File: src/core/led_ctrl_pkg.sv
/*
  Shared constants and types of the LED brightness control logic:
  sub-address map, field positions, reset values, pump timing, states.
  Assumes a single 20 MHz system clock; the pump clock is an enable.
*/
package led_ctrl_pkg;

  // ----------------------------------------------------------------
  // Timing
  // ----------------------------------------------------------------
  localparam int unsigned SYS_CLK_HZ  = 20000000;
  localparam int unsigned PUMP_CLK_HZ = 850000;
  // Pump tick period in system cycles, rounded down (23)
  localparam int unsigned PUMP_DIV    = SYS_CLK_HZ / PUMP_CLK_HZ;
  localparam logic [4:0]  PUMP_DIV_LAST = 5'(PUMP_DIV - 1);

  // ----------------------------------------------------------------
  // Serial port map
  // ----------------------------------------------------------------
  localparam logic [6:0] DEV_ADDR_DFLT = 7'h1B; // arbitrary
  localparam logic [7:0] SUB_PRIMARY   = 8'h00;
  localparam logic [7:0] SUB_FLASH     = 8'h01;
  localparam logic [7:0] SUB_CTRL      = 8'h02;
  localparam logic [3:0] BITS_PER_BYTE = 4'h8;

  // Field positions inside the flash and control bytes
  localparam int unsigned FLASH_HI_LSB  = 4;
  localparam int unsigned FLASH_LO_LSB  = 0;
  localparam int unsigned CTRL_IND_LSB  = 0;
  localparam int unsigned CTRL_GPO_EN   = 2;
  localparam int unsigned CTRL_GPO_LVL  = 3;
  localparam int unsigned CTRL_FSEL_HI  = 4;
  localparam int unsigned CTRL_PIN_MODE = 5;

  // ----------------------------------------------------------------
  // Types
  // ----------------------------------------------------------------
  typedef struct packed {
    logic [7:0] primary;
    logic [3:0] flash_hi;
    logic [3:0] flash_lo;
    logic [1:0] ind;
    logic       gpo_en;
    logic       gpo_lvl;
    logic       fsel_hi;
    logic       pin_mode;
  } bank_t;

  localparam bank_t BANK_RST = '0;

  typedef struct packed {
    logic       start;
    logic       stop;
    logic       valid;
    logic [7:0] data;
  } rx_evt_t;

  typedef enum logic [2:0] {
    RX_IDLE = 3'b001,
    RX_ADDR = 3'b010,
    RX_DATA = 3'b100
  } rx_state_t;

  typedef enum logic [2:0] {
    PUMP_1X  = 3'b001,
    PUMP_1P5 = 3'b010,
    PUMP_2X  = 3'b100
  } pump_state_t;

  localparam logic [1:0] PUMP_CODE_1X  = 2'h0;
  localparam logic [1:0] PUMP_CODE_1P5 = 2'h1;
  localparam logic [1:0] PUMP_CODE_2X  = 2'h2;

  // Pump state to the two-bit code the analog pump expects
  function automatic logic [1:0] pump_code(input pump_state_t s);
    case (s)
      PUMP_1P5: pump_code = PUMP_CODE_1P5;
      PUMP_2X:  pump_code = PUMP_CODE_2X;
      default:  pump_code = PUMP_CODE_1X;
    endcase
  endfunction

endpackage

File: src/core/serial_write_rx.sv
/*
  Write-only two-wire serial receiver: start/stop detection, address
  match, byte shifting and acknowledge drive.
  Assumes SCL and SDA already pass two synchronising flip-flops.
*/
`timescale 1ns/1ps
module serial_write_rx
  import led_ctrl_pkg::*;
(
  // Clock and reset
  input  wire logic       clk_i,
  input  wire logic       rst_i,
  input  wire logic       clr_i,
  // Synchronised line levels and device address
  input  wire logic       scl_i,
  input  wire logic       sda_i,
  input  wire logic [6:0] dev_addr_i,
  // Events and acknowledge drive
  output rx_evt_t         evt_o,
  output logic            sda_oe_o
);

  logic      scl_q;
  logic      sda_q;
  rx_state_t st_r;
  logic [3:0] cnt_r;
  logic [6:0] sh_r;
  logic      want_r;
  logic      ackd_r;

  wire scl_rise = scl_i & ~scl_q;
  wire scl_fall = ~scl_i & scl_q;
  wire start    = scl_i & scl_q & sda_q & ~sda_i;
  wire stop     = scl_i & scl_q & ~sda_q & sda_i;

  // ----------------------------------------------------------------
  // Line history for edge detection
  // ----------------------------------------------------------------
  always_ff @(posedge clk_i) begin
    if (rst_i) begin
      scl_q <= 1'b1;
      sda_q <= 1'b1;
    end else begin
      scl_q <= scl_i;
      sda_q <= sda_i;
    end
  end

  // ----------------------------------------------------------------
  // Byte framing
  // ----------------------------------------------------------------
  // One bit taken per SCL rise; the ninth clock is the acknowledge
  always_ff @(posedge clk_i) begin
    if (rst_i || clr_i) begin
      st_r     <= RX_IDLE;
      cnt_r    <= 4'h0;
      sh_r     <= 7'h00;
      want_r   <= 1'b0;
      ackd_r   <= 1'b0;
      sda_oe_o <= 1'b0;
      evt_o    <= '0;
    end else begin
      evt_o.start <= start;
      evt_o.stop  <= stop;
      evt_o.valid <= 1'b0;
      if (start) begin
        st_r     <= RX_ADDR;
        cnt_r    <= 4'h0;
        ackd_r   <= 1'b0;
        sda_oe_o <= 1'b0;
      end else if (stop) begin
        st_r     <= RX_IDLE;
        cnt_r    <= 4'h0;
        ackd_r   <= 1'b0;
        sda_oe_o <= 1'b0;
      end else if (scl_rise && cnt_r != BITS_PER_BYTE
                   && st_r != RX_IDLE) begin
        sh_r  <= {sh_r[5:0], sda_i};
        cnt_r <= cnt_r + 4'h1;
        if (cnt_r == BITS_PER_BYTE - 4'h1) begin
          case (st_r)
            RX_ADDR: want_r <= (sh_r == dev_addr_i) && !sda_i;
            default: begin
              want_r       <= 1'b1;
              evt_o.valid  <= 1'b1;
              evt_o.data   <= {sh_r, sda_i};
            end
          endcase
        end
      end else if (scl_fall && cnt_r == BITS_PER_BYTE) begin
        if (!ackd_r) begin
          ackd_r   <= 1'b1;
          sda_oe_o <= want_r;
        end else begin
          ackd_r   <= 1'b0;
          sda_oe_o <= 1'b0;
          cnt_r    <= 4'h0;
          case (st_r)
            RX_ADDR: st_r <= want_r ? RX_DATA : RX_IDLE;
            default: st_r <= st_r;
          endcase
        end
      end
    end
  end

endmodule

File: src/core/led_brightness_ctrl_regs.sv
/*
  Control logic of a multi-display LED driver: serial-written holding
  bank, load into active codes, flash level select, charge-pump mode.
  Assumes all pins are asynchronous to CLK_I and the analog side reads
  the registered codes; dropout sense comes in as a level.
*/
// Behaviour
// - Hold an 8-bit primary bank code, 256 linear steps, all outputs.
// - Primary code zero disables every primary output.
// - Hold a 2-bit indicator code, four steps including off.
// - Indicator pin also usable as serially set general output.
// - Indicator has no dropout sense and never steps the pump up.
// - Logic supply undervoltage forces every register bit to zero.
// - Two 4-bit flash codes, high and low, 16 linear steps each.
// - Flash code chosen from serial setting or level-select pin.
// - Pin high applies the high flash code, low applies the low.
// - Each falling edge of level-select returns pump to 1x.
// - Applied flash code zero disables the flash bank.
// - Host gives one bit per serial clock; one bit shifted each.
// - Pump starts 1x; first dropout gives 1.5x, next gives 2x.
// - Any serially updated brightness bit returns pump to 1x.
// - Serial data taken most significant bit first.
// - Load pulse after stop copies holding bank into active bank.
`timescale 1ns/1ps
module led_brightness_ctrl_regs
  import led_ctrl_pkg::*;
#(
  parameter logic [6:0] DEV_ADDR = DEV_ADDR_DFLT
)(
  // Clock and reset
  input  wire logic       CLK_I,
  input  wire logic       RST_I,
  // Serial port pins
  input  wire logic       SCL_I,
  input  wire logic       SDA_I,
  output logic            SDA_O,
  output logic            SDA_OE_O,
  // Other pins and analog sense
  input  wire logic       LEVEL_SEL_I,
  input  wire logic       UNDERVOLTAGE_LOCKOUT_I,
  input  wire logic       DROPOUT_I,
  // Primary bank
  output logic [7:0]      PRIMARY_CODE_O,
  output logic            PRIMARY_EN_O,
  // Flashlight bank
  output logic [3:0]      FLASH_CODE_O,
  output logic            FLASH_EN_O,
  // Indicator
  output logic [1:0]      IND_CODE_O,
  output logic            GPO_EN_O,
  output logic            GPO_LEVEL_O,
  // Charge pump
  output logic [1:0]      PUMP_MODE_O
);

  // ----------------------------------------------------------------
  // Pin synchronisers
  // ----------------------------------------------------------------
  // Bit order: 0 SCL, 1 SDA, 2 level select, 3 lockout, 4 dropout
  logic [4:0] meta_r;
  logic [4:0] sync_r;
  logic       lvl_q;
  logic       drop_q;

  always_ff @(posedge CLK_I) begin
    if (RST_I) begin
      meta_r <= 5'h03;
      sync_r <= 5'h03;
    end else begin
      meta_r <= {DROPOUT_I, UNDERVOLTAGE_LOCKOUT_I, LEVEL_SEL_I, SDA_I, SCL_I};
      sync_r <= meta_r;
    end
  end

  wire scl_s  = sync_r[0];
  wire sda_s  = sync_r[1];
  wire lvl_s  = sync_r[2];
  wire undervoltage_lockout_s = sync_r[3];
  wire drop_s = sync_r[4];
  wire clr    = undervoltage_lockout_s;

  // Edge history of level select and dropout
  always_ff @(posedge CLK_I) begin
    if (RST_I || clr) begin
      lvl_q  <= 1'b0;
      drop_q <= 1'b0;
    end else begin
      lvl_q  <= lvl_s;
      drop_q <= drop_s;
    end
  end

  wire lvl_fall  = lvl_q & ~lvl_s;
  wire drop_rise = drop_s & ~drop_q;

  // ----------------------------------------------------------------
  // Serial receiver
  // ----------------------------------------------------------------
  rx_evt_t evt;
  logic    oe_rx;

  serial_write_rx u_rx (
    .clk_i      (CLK_I),
    .rst_i      (RST_I),
    .clr_i      (clr),
    .scl_i      (scl_s),
    .sda_i      (sda_s),
    .dev_addr_i (DEV_ADDR),
    .evt_o      (evt),
    .sda_oe_o   (oe_rx)
  );

  // Open-drain: only ever pulls low
  always_ff @(posedge CLK_I) begin
    if (RST_I) begin
      SDA_O <= 1'b0;
    end else begin
      SDA_O <= 1'b0;
    end
  end

  assign SDA_OE_O = oe_rx;

  // ----------------------------------------------------------------
  // Holding bank
  // ----------------------------------------------------------------
  bank_t      hold_r;
  bank_t      act_r;
  logic [7:0] sub_r;
  logic       have_sub_r;
  logic       wrote_r;
  logic       load_r;

  // Merge one data byte into the bank at a sub-address
  function automatic bank_t put_byte(input bank_t b, input logic [7:0] s,
                                     input logic [7:0] d);
    bank_t r;
    r = b;
    if (s == SUB_PRIMARY) begin
      r.primary = d;
    end else if (s == SUB_FLASH) begin
      r.flash_hi = d[FLASH_HI_LSB +: 4];
      r.flash_lo = d[FLASH_LO_LSB +: 4];
    end else if (s == SUB_CTRL) begin
      r.ind      = d[CTRL_IND_LSB +: 2];
      r.gpo_en   = d[CTRL_GPO_EN];
      r.gpo_lvl  = d[CTRL_GPO_LVL];
      r.fsel_hi  = d[CTRL_FSEL_HI];
      r.pin_mode = d[CTRL_PIN_MODE];
    end
    put_byte = r;
  endfunction

  // First byte after the address picks the register, then increments
  always_ff @(posedge CLK_I) begin
    if (RST_I || clr) begin
      hold_r     <= BANK_RST;
      sub_r      <= 8'h00;
      have_sub_r <= 1'b0;
      wrote_r    <= 1'b0;
    end else if (evt.start) begin
      have_sub_r <= 1'b0;
      wrote_r    <= 1'b0;
    end else if (evt.valid) begin
      if (!have_sub_r) begin
        sub_r      <= evt.data;
        have_sub_r <= 1'b1;
      end else begin
        hold_r  <= put_byte(hold_r, sub_r, evt.data);
        sub_r   <= sub_r + 8'h01;
        wrote_r <= 1'b1;
      end
    end
  end

  // ----------------------------------------------------------------
  // Load into the active bank
  // ----------------------------------------------------------------
  // Only a stop that ends a write with data produces a load
  always_ff @(posedge CLK_I) begin
    if (RST_I || clr) begin
      load_r <= 1'b0;
    end else begin
      load_r <= evt.stop & wrote_r;
    end
  end

  always_ff @(posedge CLK_I) begin
    if (RST_I || clr) begin
      act_r <= BANK_RST;
    end else if (load_r) begin
      act_r <= hold_r;
    end
  end

  // Brightness change carried by this load
  wire bright_upd = load_r &&
       ({hold_r.primary, hold_r.flash_hi, hold_r.flash_lo, hold_r.ind}
     != {act_r.primary, act_r.flash_hi, act_r.flash_lo, act_r.ind});

  // ----------------------------------------------------------------
  // Flash level selection and bank outputs
  // ----------------------------------------------------------------
  logic [3:0] flash_sel;

  always_comb begin
    if (act_r.pin_mode) begin
      flash_sel = lvl_s ? act_r.flash_hi : act_r.flash_lo;
    end else begin
      flash_sel = act_r.fsel_hi ? act_r.flash_hi
                                : act_r.flash_lo;
    end
  end

  always_ff @(posedge CLK_I) begin
    if (RST_I || clr) begin
      PRIMARY_CODE_O <= 8'h00;
      PRIMARY_EN_O   <= 1'b0;
      FLASH_CODE_O   <= 4'h0;
      FLASH_EN_O     <= 1'b0;
      IND_CODE_O     <= 2'h0;
      GPO_EN_O       <= 1'b0;
      GPO_LEVEL_O    <= 1'b0;
    end else begin
      PRIMARY_CODE_O <= act_r.primary;
      PRIMARY_EN_O   <= act_r.primary != 8'h00;
      FLASH_CODE_O   <= flash_sel;
      FLASH_EN_O     <= flash_sel != 4'h0;
      IND_CODE_O     <= act_r.ind;
      GPO_EN_O       <= act_r.gpo_en;
      GPO_LEVEL_O    <= act_r.gpo_lvl;
    end
  end

  // ----------------------------------------------------------------
  // Charge-pump mode
  // ----------------------------------------------------------------
  // Dropout only counts while a primary or flash source is enabled;
  // the indicator takes no part, so it never steps the pump up.
  pump_state_t pump_r;
  wire         src_on   = PRIMARY_EN_O | FLASH_EN_O;
  wire         pump_clr = bright_upd | lvl_fall;

  always_ff @(posedge CLK_I) begin
    if (RST_I || clr) begin
      pump_r <= PUMP_1X;
    end else if (pump_clr) begin
      pump_r <= PUMP_1X;
    end else if (drop_rise && src_on) begin
      case (pump_r)
        PUMP_1X:  pump_r <= PUMP_1P5;
        PUMP_1P5: pump_r <= PUMP_2X;
        default:  pump_r <= PUMP_2X;
      endcase
    end
  end

  // Pump clock enable; the pump only sees new modes on its own tick
  logic [4:0] div_r;
  logic       tick_r;

  always_ff @(posedge CLK_I) begin
    if (RST_I || clr) begin
      div_r  <= 5'h00;
      tick_r <= 1'b0;
    end else begin
      tick_r <= div_r == PUMP_DIV_LAST;
      div_r  <= (div_r == PUMP_DIV_LAST) ? 5'h00 : div_r + 5'h01;
    end
  end

  always_ff @(posedge CLK_I) begin
    if (RST_I || clr) begin
      PUMP_MODE_O <= PUMP_CODE_1X;
    end else if (tick_r) begin
      PUMP_MODE_O <= pump_code(pump_r);
    end
  end

endmodule

File: config.mk
export PLATFORM = sky130hd
export DESIGN_NAME = led_brightness_ctrl_regs
export DESIGN_NICKNAME = d
export VERILOG_FILES = /design/src/core/led_ctrl_pkg.sv /design/src/core/serial_write_rx.sv /design/src/core/led_brightness_ctrl_regs.sv
export SDC_FILE = /design/constraint.sdc
export NUM_CORES = 1
export LEC_CHECK = 0
export CORE_UTILIZATION = 60
export DETAILED_ROUTE_END_ITERATION = 8
export DONT_BUFFER_PORTS = 1
export MAX_ROUTING_LAYER = met4
export PLACE_DENSITY = 0.85
export SLEW_MARGIN = 5
export SYNTH_ARGS = -nofsm -noshare
export SYNTH_HDL_FRONTEND = slang
export SYNTH_SLANG_ARGS = --single-unit
File: constraint.sdc
create_clock -name CLK_I -period 1.7 [get_ports CLK_I]
set_input_delay 0.255 -clock CLK_I [delete_from_list [all_inputs] [get_ports CLK_I]]
set_output_delay 0.255 -clock CLK_I [all_outputs]
set_load 0.03 [all_outputs]
# [Yosys cells after proc, flatten, opt, wreduce, memory -nomap -nowiden]
# Cells that the tools add are included.
# W data, S select, Z words.
[totals] out_inout_bits=22 elab_cells=144 input_bits=7 reg_bits=126
[op_classes] reduce_logical=33 add_sub_neg=3 n_mux=20 n_bitwise=26 eq_ne=14
[ops] op="$mux W4" count=6
[ops] op="$ne A18 B18 Y1" count=1
[ops] op="$reduce_and A4 Y1" count=4
[ops] op="$not A1 Y1" count=14
[ops] op="$mux W2" count=6
[ops] op="$and A1 B1 Y1" count=10
[ops] op="$reduce_and A5 Y1" count=2
[ops] op="$mux W9" count=1
[ops] op="$reduce_bool A3 Y1" count=3
[ops] op="$add A8 B1 Y8 const B" count=1
[ops] op="$eq A8 B1 Y1 const B" count=1
[ops] op="$eq A8 B2 Y1 const B" count=1
[ops] op="$logic_not A8 Y1" count=1
[ops] op="$mux W8" count=1
[ops] op="$reduce_and A2 Y1" count=4
[ops] op="$reduce_bool A8 Y1" count=1
[ops] op="$eq A7 B5 Y1 const B" count=1
[ops] op="$eq A3 B2 Y1 const B" count=2
[ops] op="$logic_and A1 B1 Y1" count=6
[ops] op="$mux W3" count=2
[ops] op="$ne A3 B1 Y1 const B" count=2
[ops] op="$reduce_and A6 Y1" count=1
[ops] op="$reduce_or A2 Y1" count=3
[ops] op="$add A5 B1 Y5 const B" count=1
[ops] op="other kinds (17)" count=21

# [Longest topological paths before layout]
[depth] depth_word=7 mapped_depth=7 mapped_depth_nobuf=6

# [By module]
# A second synthesis with hierarchy kept.
[unflattened] cells_unflattened=522 hier_area_um2=5111.2
[modules_own_cells] mod="led_brightness_ctrl_regs" cells_per_inst=382 seq_area_each_um2=1921.8 instances=1 area_each_um2=3787.4
[modules_own_cells] mod="serial_write_rx" cells_per_inst=140 seq_area_each_um2=600.6 instances=1 area_each_um2=1323.8

# [Least setup slack after synthesis]
# No wires, ideal clock.
[synth_path] path_type="register to register" start="register sub_r[0]" end="register hold_r[13] in the netlist's numbering" arrival_ps=1451 period_less_slack_ps=1579 t_required_ps=1572 path_stages_with_launch=8 setup_slack_ps=121 setup_ps=128 n_path_buf=1 path_cell_list="dfxtp_1 inv_1 ha_1 nor4_2 and4_1 buf_6 mux2i_1 nor2_1"
[synth_via] elab_chain_cells=3 word_cells_on_any_way=4 cone_classes="1 x eq/ne; 1 x bitwise; 2 x reduce/logical"
[synth_lines] element="start: declaration" line="led_brightness_ctrl_regs.sv:129" rtl="logic [7:0] sub_r;"
[synth_lines] element="start signal: assignment" line="led_brightness_ctrl_regs.sv:166" rtl="sub_r <= evt.data;"
[synth_lines] element="start signal: assignment" line="led_brightness_ctrl_regs.sv:170" rtl="sub_r <= sub_r + 8'h01;"
[synth_lines] element="$logic_not A8 Y1" line="led_brightness_ctrl_regs.sv:139" rtl="if (s == SUB_PRIMARY) begin"
[synth_lines] element="$not A1 Y1 (no line)"
[synth_lines] element="$reduce_and A5 Y1 (no line) (*)"
[synth_lines] element="end signal: assignment" line="led_brightness_ctrl_regs.sv:169" rtl="hold_r <= put_byte(hold_r, sub_r, evt.data);"
[synth_lines] element="end: declaration" line="led_brightness_ctrl_regs.sv:127" rtl="bank_t hold_r;"
# Mark *: on every way between the ends. The rest lies on a longest branch, timed or not.
# A chain may end at the register's enable or synchronous reset.

# [Worst setup path in the final report]
[layout_path] start="register sub_r[0]" end="register hold_r[0] in the netlist's numbering"
[layout_via] elab_chain_cells=3 word_cells_on_any_way=6 cone_classes="2 x eq/ne; 2 x bitwise; 2 x reduce/logical"
[layout_lines] element="$eq A8 B1 Y1 / $logic_not A8 Y1 (equally long branches)" line="led_brightness_ctrl_regs.sv:141, led_brightness_ctrl_regs.sv:139"
[layout_lines] element="$not A1 Y1 (no line)"
[layout_lines] element="$reduce_and A6 Y1 (no line) (*)"
# Marked as above.

==> results by group <==
Run status
  – Run status: completed

Floorplanning
  – Starting density of the core: a little over three fifths
  – Row count: 32
  – Core Area: about 7800 um2
  – Die height: 92.9 um
  – Die area: 8620 um2
  – I/O pins: 29
  – Die X: between 90 and 100 um

Worst setup path
  – CP required: ~2100 ps
  – Crit path largest cell delay: about 320 ps
  – Buf+Inv Stages, Crit Path: 1
  – Delay-heaviest family, CP: simple AND/OR/NAND/NOR gates
  – WP data arrival: approximately 2000 ps
  – Endpoint class of the critical path: flip-flop
  – Worst path slowest cell: nand4_2
  – CP cell instances: buf_4 > ha_1 > nor2b_1 > nand4_2 > mux2i_1 > nor2_1
  – Crit Path Max Fanout: 6
  – Startpoint Class: flip-flop
  – Setup CP Type: flip-flop to flip-flop

Global route
  – GR Util All Layers: roughly 30%
  – Vias in the first global route: roughly 3900
  – Grt total ovfl: 0
  – First-pass GRT wire length: about 19 mm
  – Initial antenna violation count: 0
  – Largest net degree at the start of global routing: 36

Clock tree
  – Clk sink count: about 130
  – Clock root cell: clkbuf_8
  – Later-pin clock latency in the skew report: ~520 ps
  – CTS H-tree depth: 4
  – Reg clk slew, reported paths: around 60 ps
  – Longest Clk Path Bufs: 2
  – Clock buffer count from CTS: 17
  – CTS tree: built

Placed design
  – GPL Wtd Cong: around 0.86
  – Placed Cells incl. Taps: between 600 and 700
  – IO buf count: 0
  – Dpl hpwl: 6.98 mm
  – Placed cell area: 5150 um2

Logic synthesis
  – Syn Std Cell Area: around 5000 um2
  – Top post-synthesis cells by area: dfxtp_1 (51%), mux2i_1 (13%), nor2_1 (6.0%), xnor2_1 (3.2%), a21oi_1 (2.5%)
  – Prevailing post-synth register cell: dfxtp_1
  – Seq cells post-synth: about 130
  – Top cells by count, synth: dfxtp_1 (126), nor2_1 (79), mux2i_1 (62), nand2_1 (26), a21oi_1 (25)
  – Post-synth ARST share: 0%
  – Synthesized area per cell: approximately 10 um2
  – Register area share after synthesis: about half
  – Top-count cell post-synth: dfxtp_1
  – Synth top area share: around 51%
  – Synth area leader: dfxtp_1
  – Synth unique cells: 48
  – EDFF count, synth: 0
  – Post-Syn Instances: between 500 and 600
  – Synth warn: 0
  – Syn nets: between 500 and 600

STA
  – Final Skew: 8.33 ps
  – Final worst path period need: approximately 1700 ps
  – Final-report hold violation count: 0
  – RSZ-0062 raised after global routing: yes
  – Final setup fails: 0
  – Slew Viols, Final: 0
  – Max Fclk: a little over 0.6 GHz
  – Final clock period utilization by the worst path: 97.2%
  – Hold WS: about 120 ps

Power and ir drop
  – Tot Pwr: 7090 uW
  – PwrDens: 1190 nW/um2
  – Worst vdd ir: 977 uV
  – Clock Power Share: between 50% and 60%
  – Internal power: around 5600 uW
  – P_sw: between 1500 and 2000 uW
  – Switching Fraction: a little over a fifth
  – Power share of the sequential group: around 42%
  – LEAKAGE: ~0.0022 uW
  – Comb pwr share: 1.9%

Route
  – DRT Wirelength: 12.1 mm
  – DRC: 0
  – Routed WL per cell: between 15 and 20 um
  – Via count: around 3800
  – Initial DRT Pass Iterations: 4
  – Antenna Nets Post-Route: 0
  – Initial DRC count: approximately 190
  – Via-to-Cell Ratio: a little under 6

Cells and area
  – Fin area: slightly below 6000 um2
  – Share of layout cells above drive strength 1: a little over an eighth
  – Net count, final: between 500 and 600
  – N_diodes: 0
  – Core Util, Final: between 70 and 80%
  – P&R area growth vs syn: 19.9%
  – Post-route insts no fill: 648

Flow run
  – Max_cap viols: 0

Hold path
  – Hold WC Path Type: input port to flip-flop
==> final timing paths <==
kind / from / slack (ps) / depth (start not counted) / end
max: sub_r[0]$_SDFFE_PP0P_ / 50 / 6 / hold_r[0]$_SDFFE_PP0P_
min: RST_I / 120 / 4 / pump_r[2]$_SDFFE_PP0P_
max reg2reg: sub_r[0]$_SDFFE_PP0P_ / 50 / 6 / hold_r[0]$_SDFFE_PP0P_
min reg2reg: meta_r[1]$_SDFF_PP1_ / 410 / 1 / sync_r[1]$_SDFF_PP1_
==> metrics by stage <==
step                      setup slack (ps)  TNS (ps)
final                                 47.4         0
after global placement                 105         0
after global routing                 -44.4     -64.0
after CTS                             4.55         0
after detailed placement              40.4         0
after floorplan                        121         0
==> worst register-to-register path, cell delays in order (launching register included) <==
cell and delay (ps):
dfxtp_1 310, buf_4 150, ha_1 210, nor2b_1 180, nand4_2 320, mux2i_1 270
nor2_1 80
==> area by class of cell <==
class	instances	area, um2
well taps	102	128
multi-input cells	353	2370
fillers	483	1910
flip-flops and latches	126	2520
inverters	7	26.3
clock inverters	15	233
repair buffers	28	238
clock buffers	17	414
==> what timing repair did <==
action / CTS / global route
setup endpoints to repair: 2 / 24
endpoints found under the hold margin: 12 / 0
setup buffers: 0 / 1
resized for setup: 6 / 8
pin swaps: 2 / 3
hold buffers: 6 / 0
==> layout by cell type, fill, tap and decap left out, types with 2 or more instances in the layout <==
| master | Yosys | routed |
|---|---|---|
| a211oi_1 | 3 | 3 |
| a21oi_1 | 25 | 25 |
| a31oi_1 | 3 | 3 |
| and2_1 | 14 | 14 |
| and2b_1 | 2 | 2 |
| and3b_1 | 2 | 2 |
| buf_4 | 3 | 21 |
| bufinv_16 | 0 | 5 |
| clkbuf_16 | 0 | 16 |
| clkinv_4 | 0 | 3 |
| dfxtp_1 | 126 | 124 |
| dfxtp_2 | 0 | 2 |
| dlygate4sd3_1 | 0 | 6 |
| ha_1 | 8 | 6 |
| inv_1 | 7 | 7 |
| inv_6 | 0 | 5 |
| mux2i_1 | 62 | 60 |
| mux2i_4 | 0 | 2 |
| nand2_1 | 26 | 26 |
| nand2b_1 | 8 | 8 |
| nand3_1 | 9 | 9 |
| nand3b_1 | 2 | 2 |
| nand4_1 | 5 | 5 |
| nand4b_1 | 2 | 2 |
| nor2_1 | 79 | 79 |
| nor2b_1 | 14 | 13 |
| nor3_1 | 12 | 12 |
| nor3b_1 | 4 | 4 |
| nor4_1 | 7 | 6 |
| o21a_1 | 2 | 2 |
| o21ai_0 | 13 | 13 |
| o31a_1 | 2 | 2 |
| or2_2 | 7 | 7 |
| or3_1 | 3 | 2 |
| xnor2_1 | 18 | 18 |
| xor2_1 | 4 | 4 |
==> sequential cells by signal, indices dropped and copies added, names as in the netlist, 2 cells and up <==
register / count
meta_r: 5
u_rx.cnt_r: 4
div_r: 5
u_rx.st_r: 3
FLASH_CODE_O: 4
u_rx.sh_r: 7
sub_r: 8
IND_CODE_O: 2
sync_r: 5
act_r: 22
PRIMARY_CODE_O: 8
pump_r: 3
PUMP_MODE_O: 2
u_rx.evt_o: 11
hold_r: 22
==> routing by layer <==
layer | GRT usage [%] | routed length [um]
met5 | - | 0
met4 | 15.6 | 437
met3 | 7.80 | 594
met2 | 52.8 | 6370
met1 | 31.4 | 4730
==> power groups by stage <==
| stage | Sequential [uW] | Clock (uW) | Combinational (uW) |
|---|---|---|---|
| final | 2990 | 3960 | 134 |
| after floorplan | 3050 | 0 | 87.8 |
| after global routing | 2990 | 4130 | 147 |
| after CTS | 2990 | 3970 | 133 |
| after global placement | 3050 | 0 | 112 |
| after detailed placement | 3060 | 0 | 117 |
==> kinds of logic (layout without fill, tap and decap cells) <==
logic type	after synthesis	in the layout	share of synthesized area [%]
buf+inv	29	67	2.65
simple gates	205	205	21.4
other cells	1	1	0.0757
compound gates	55	55	6.52
fa+ha+maj	8	8	2.02
mux	62	62	12.5
xor+xnor	22	22	3.89
flops	126	126	50.9
Power figures use the tool's default switching activity.
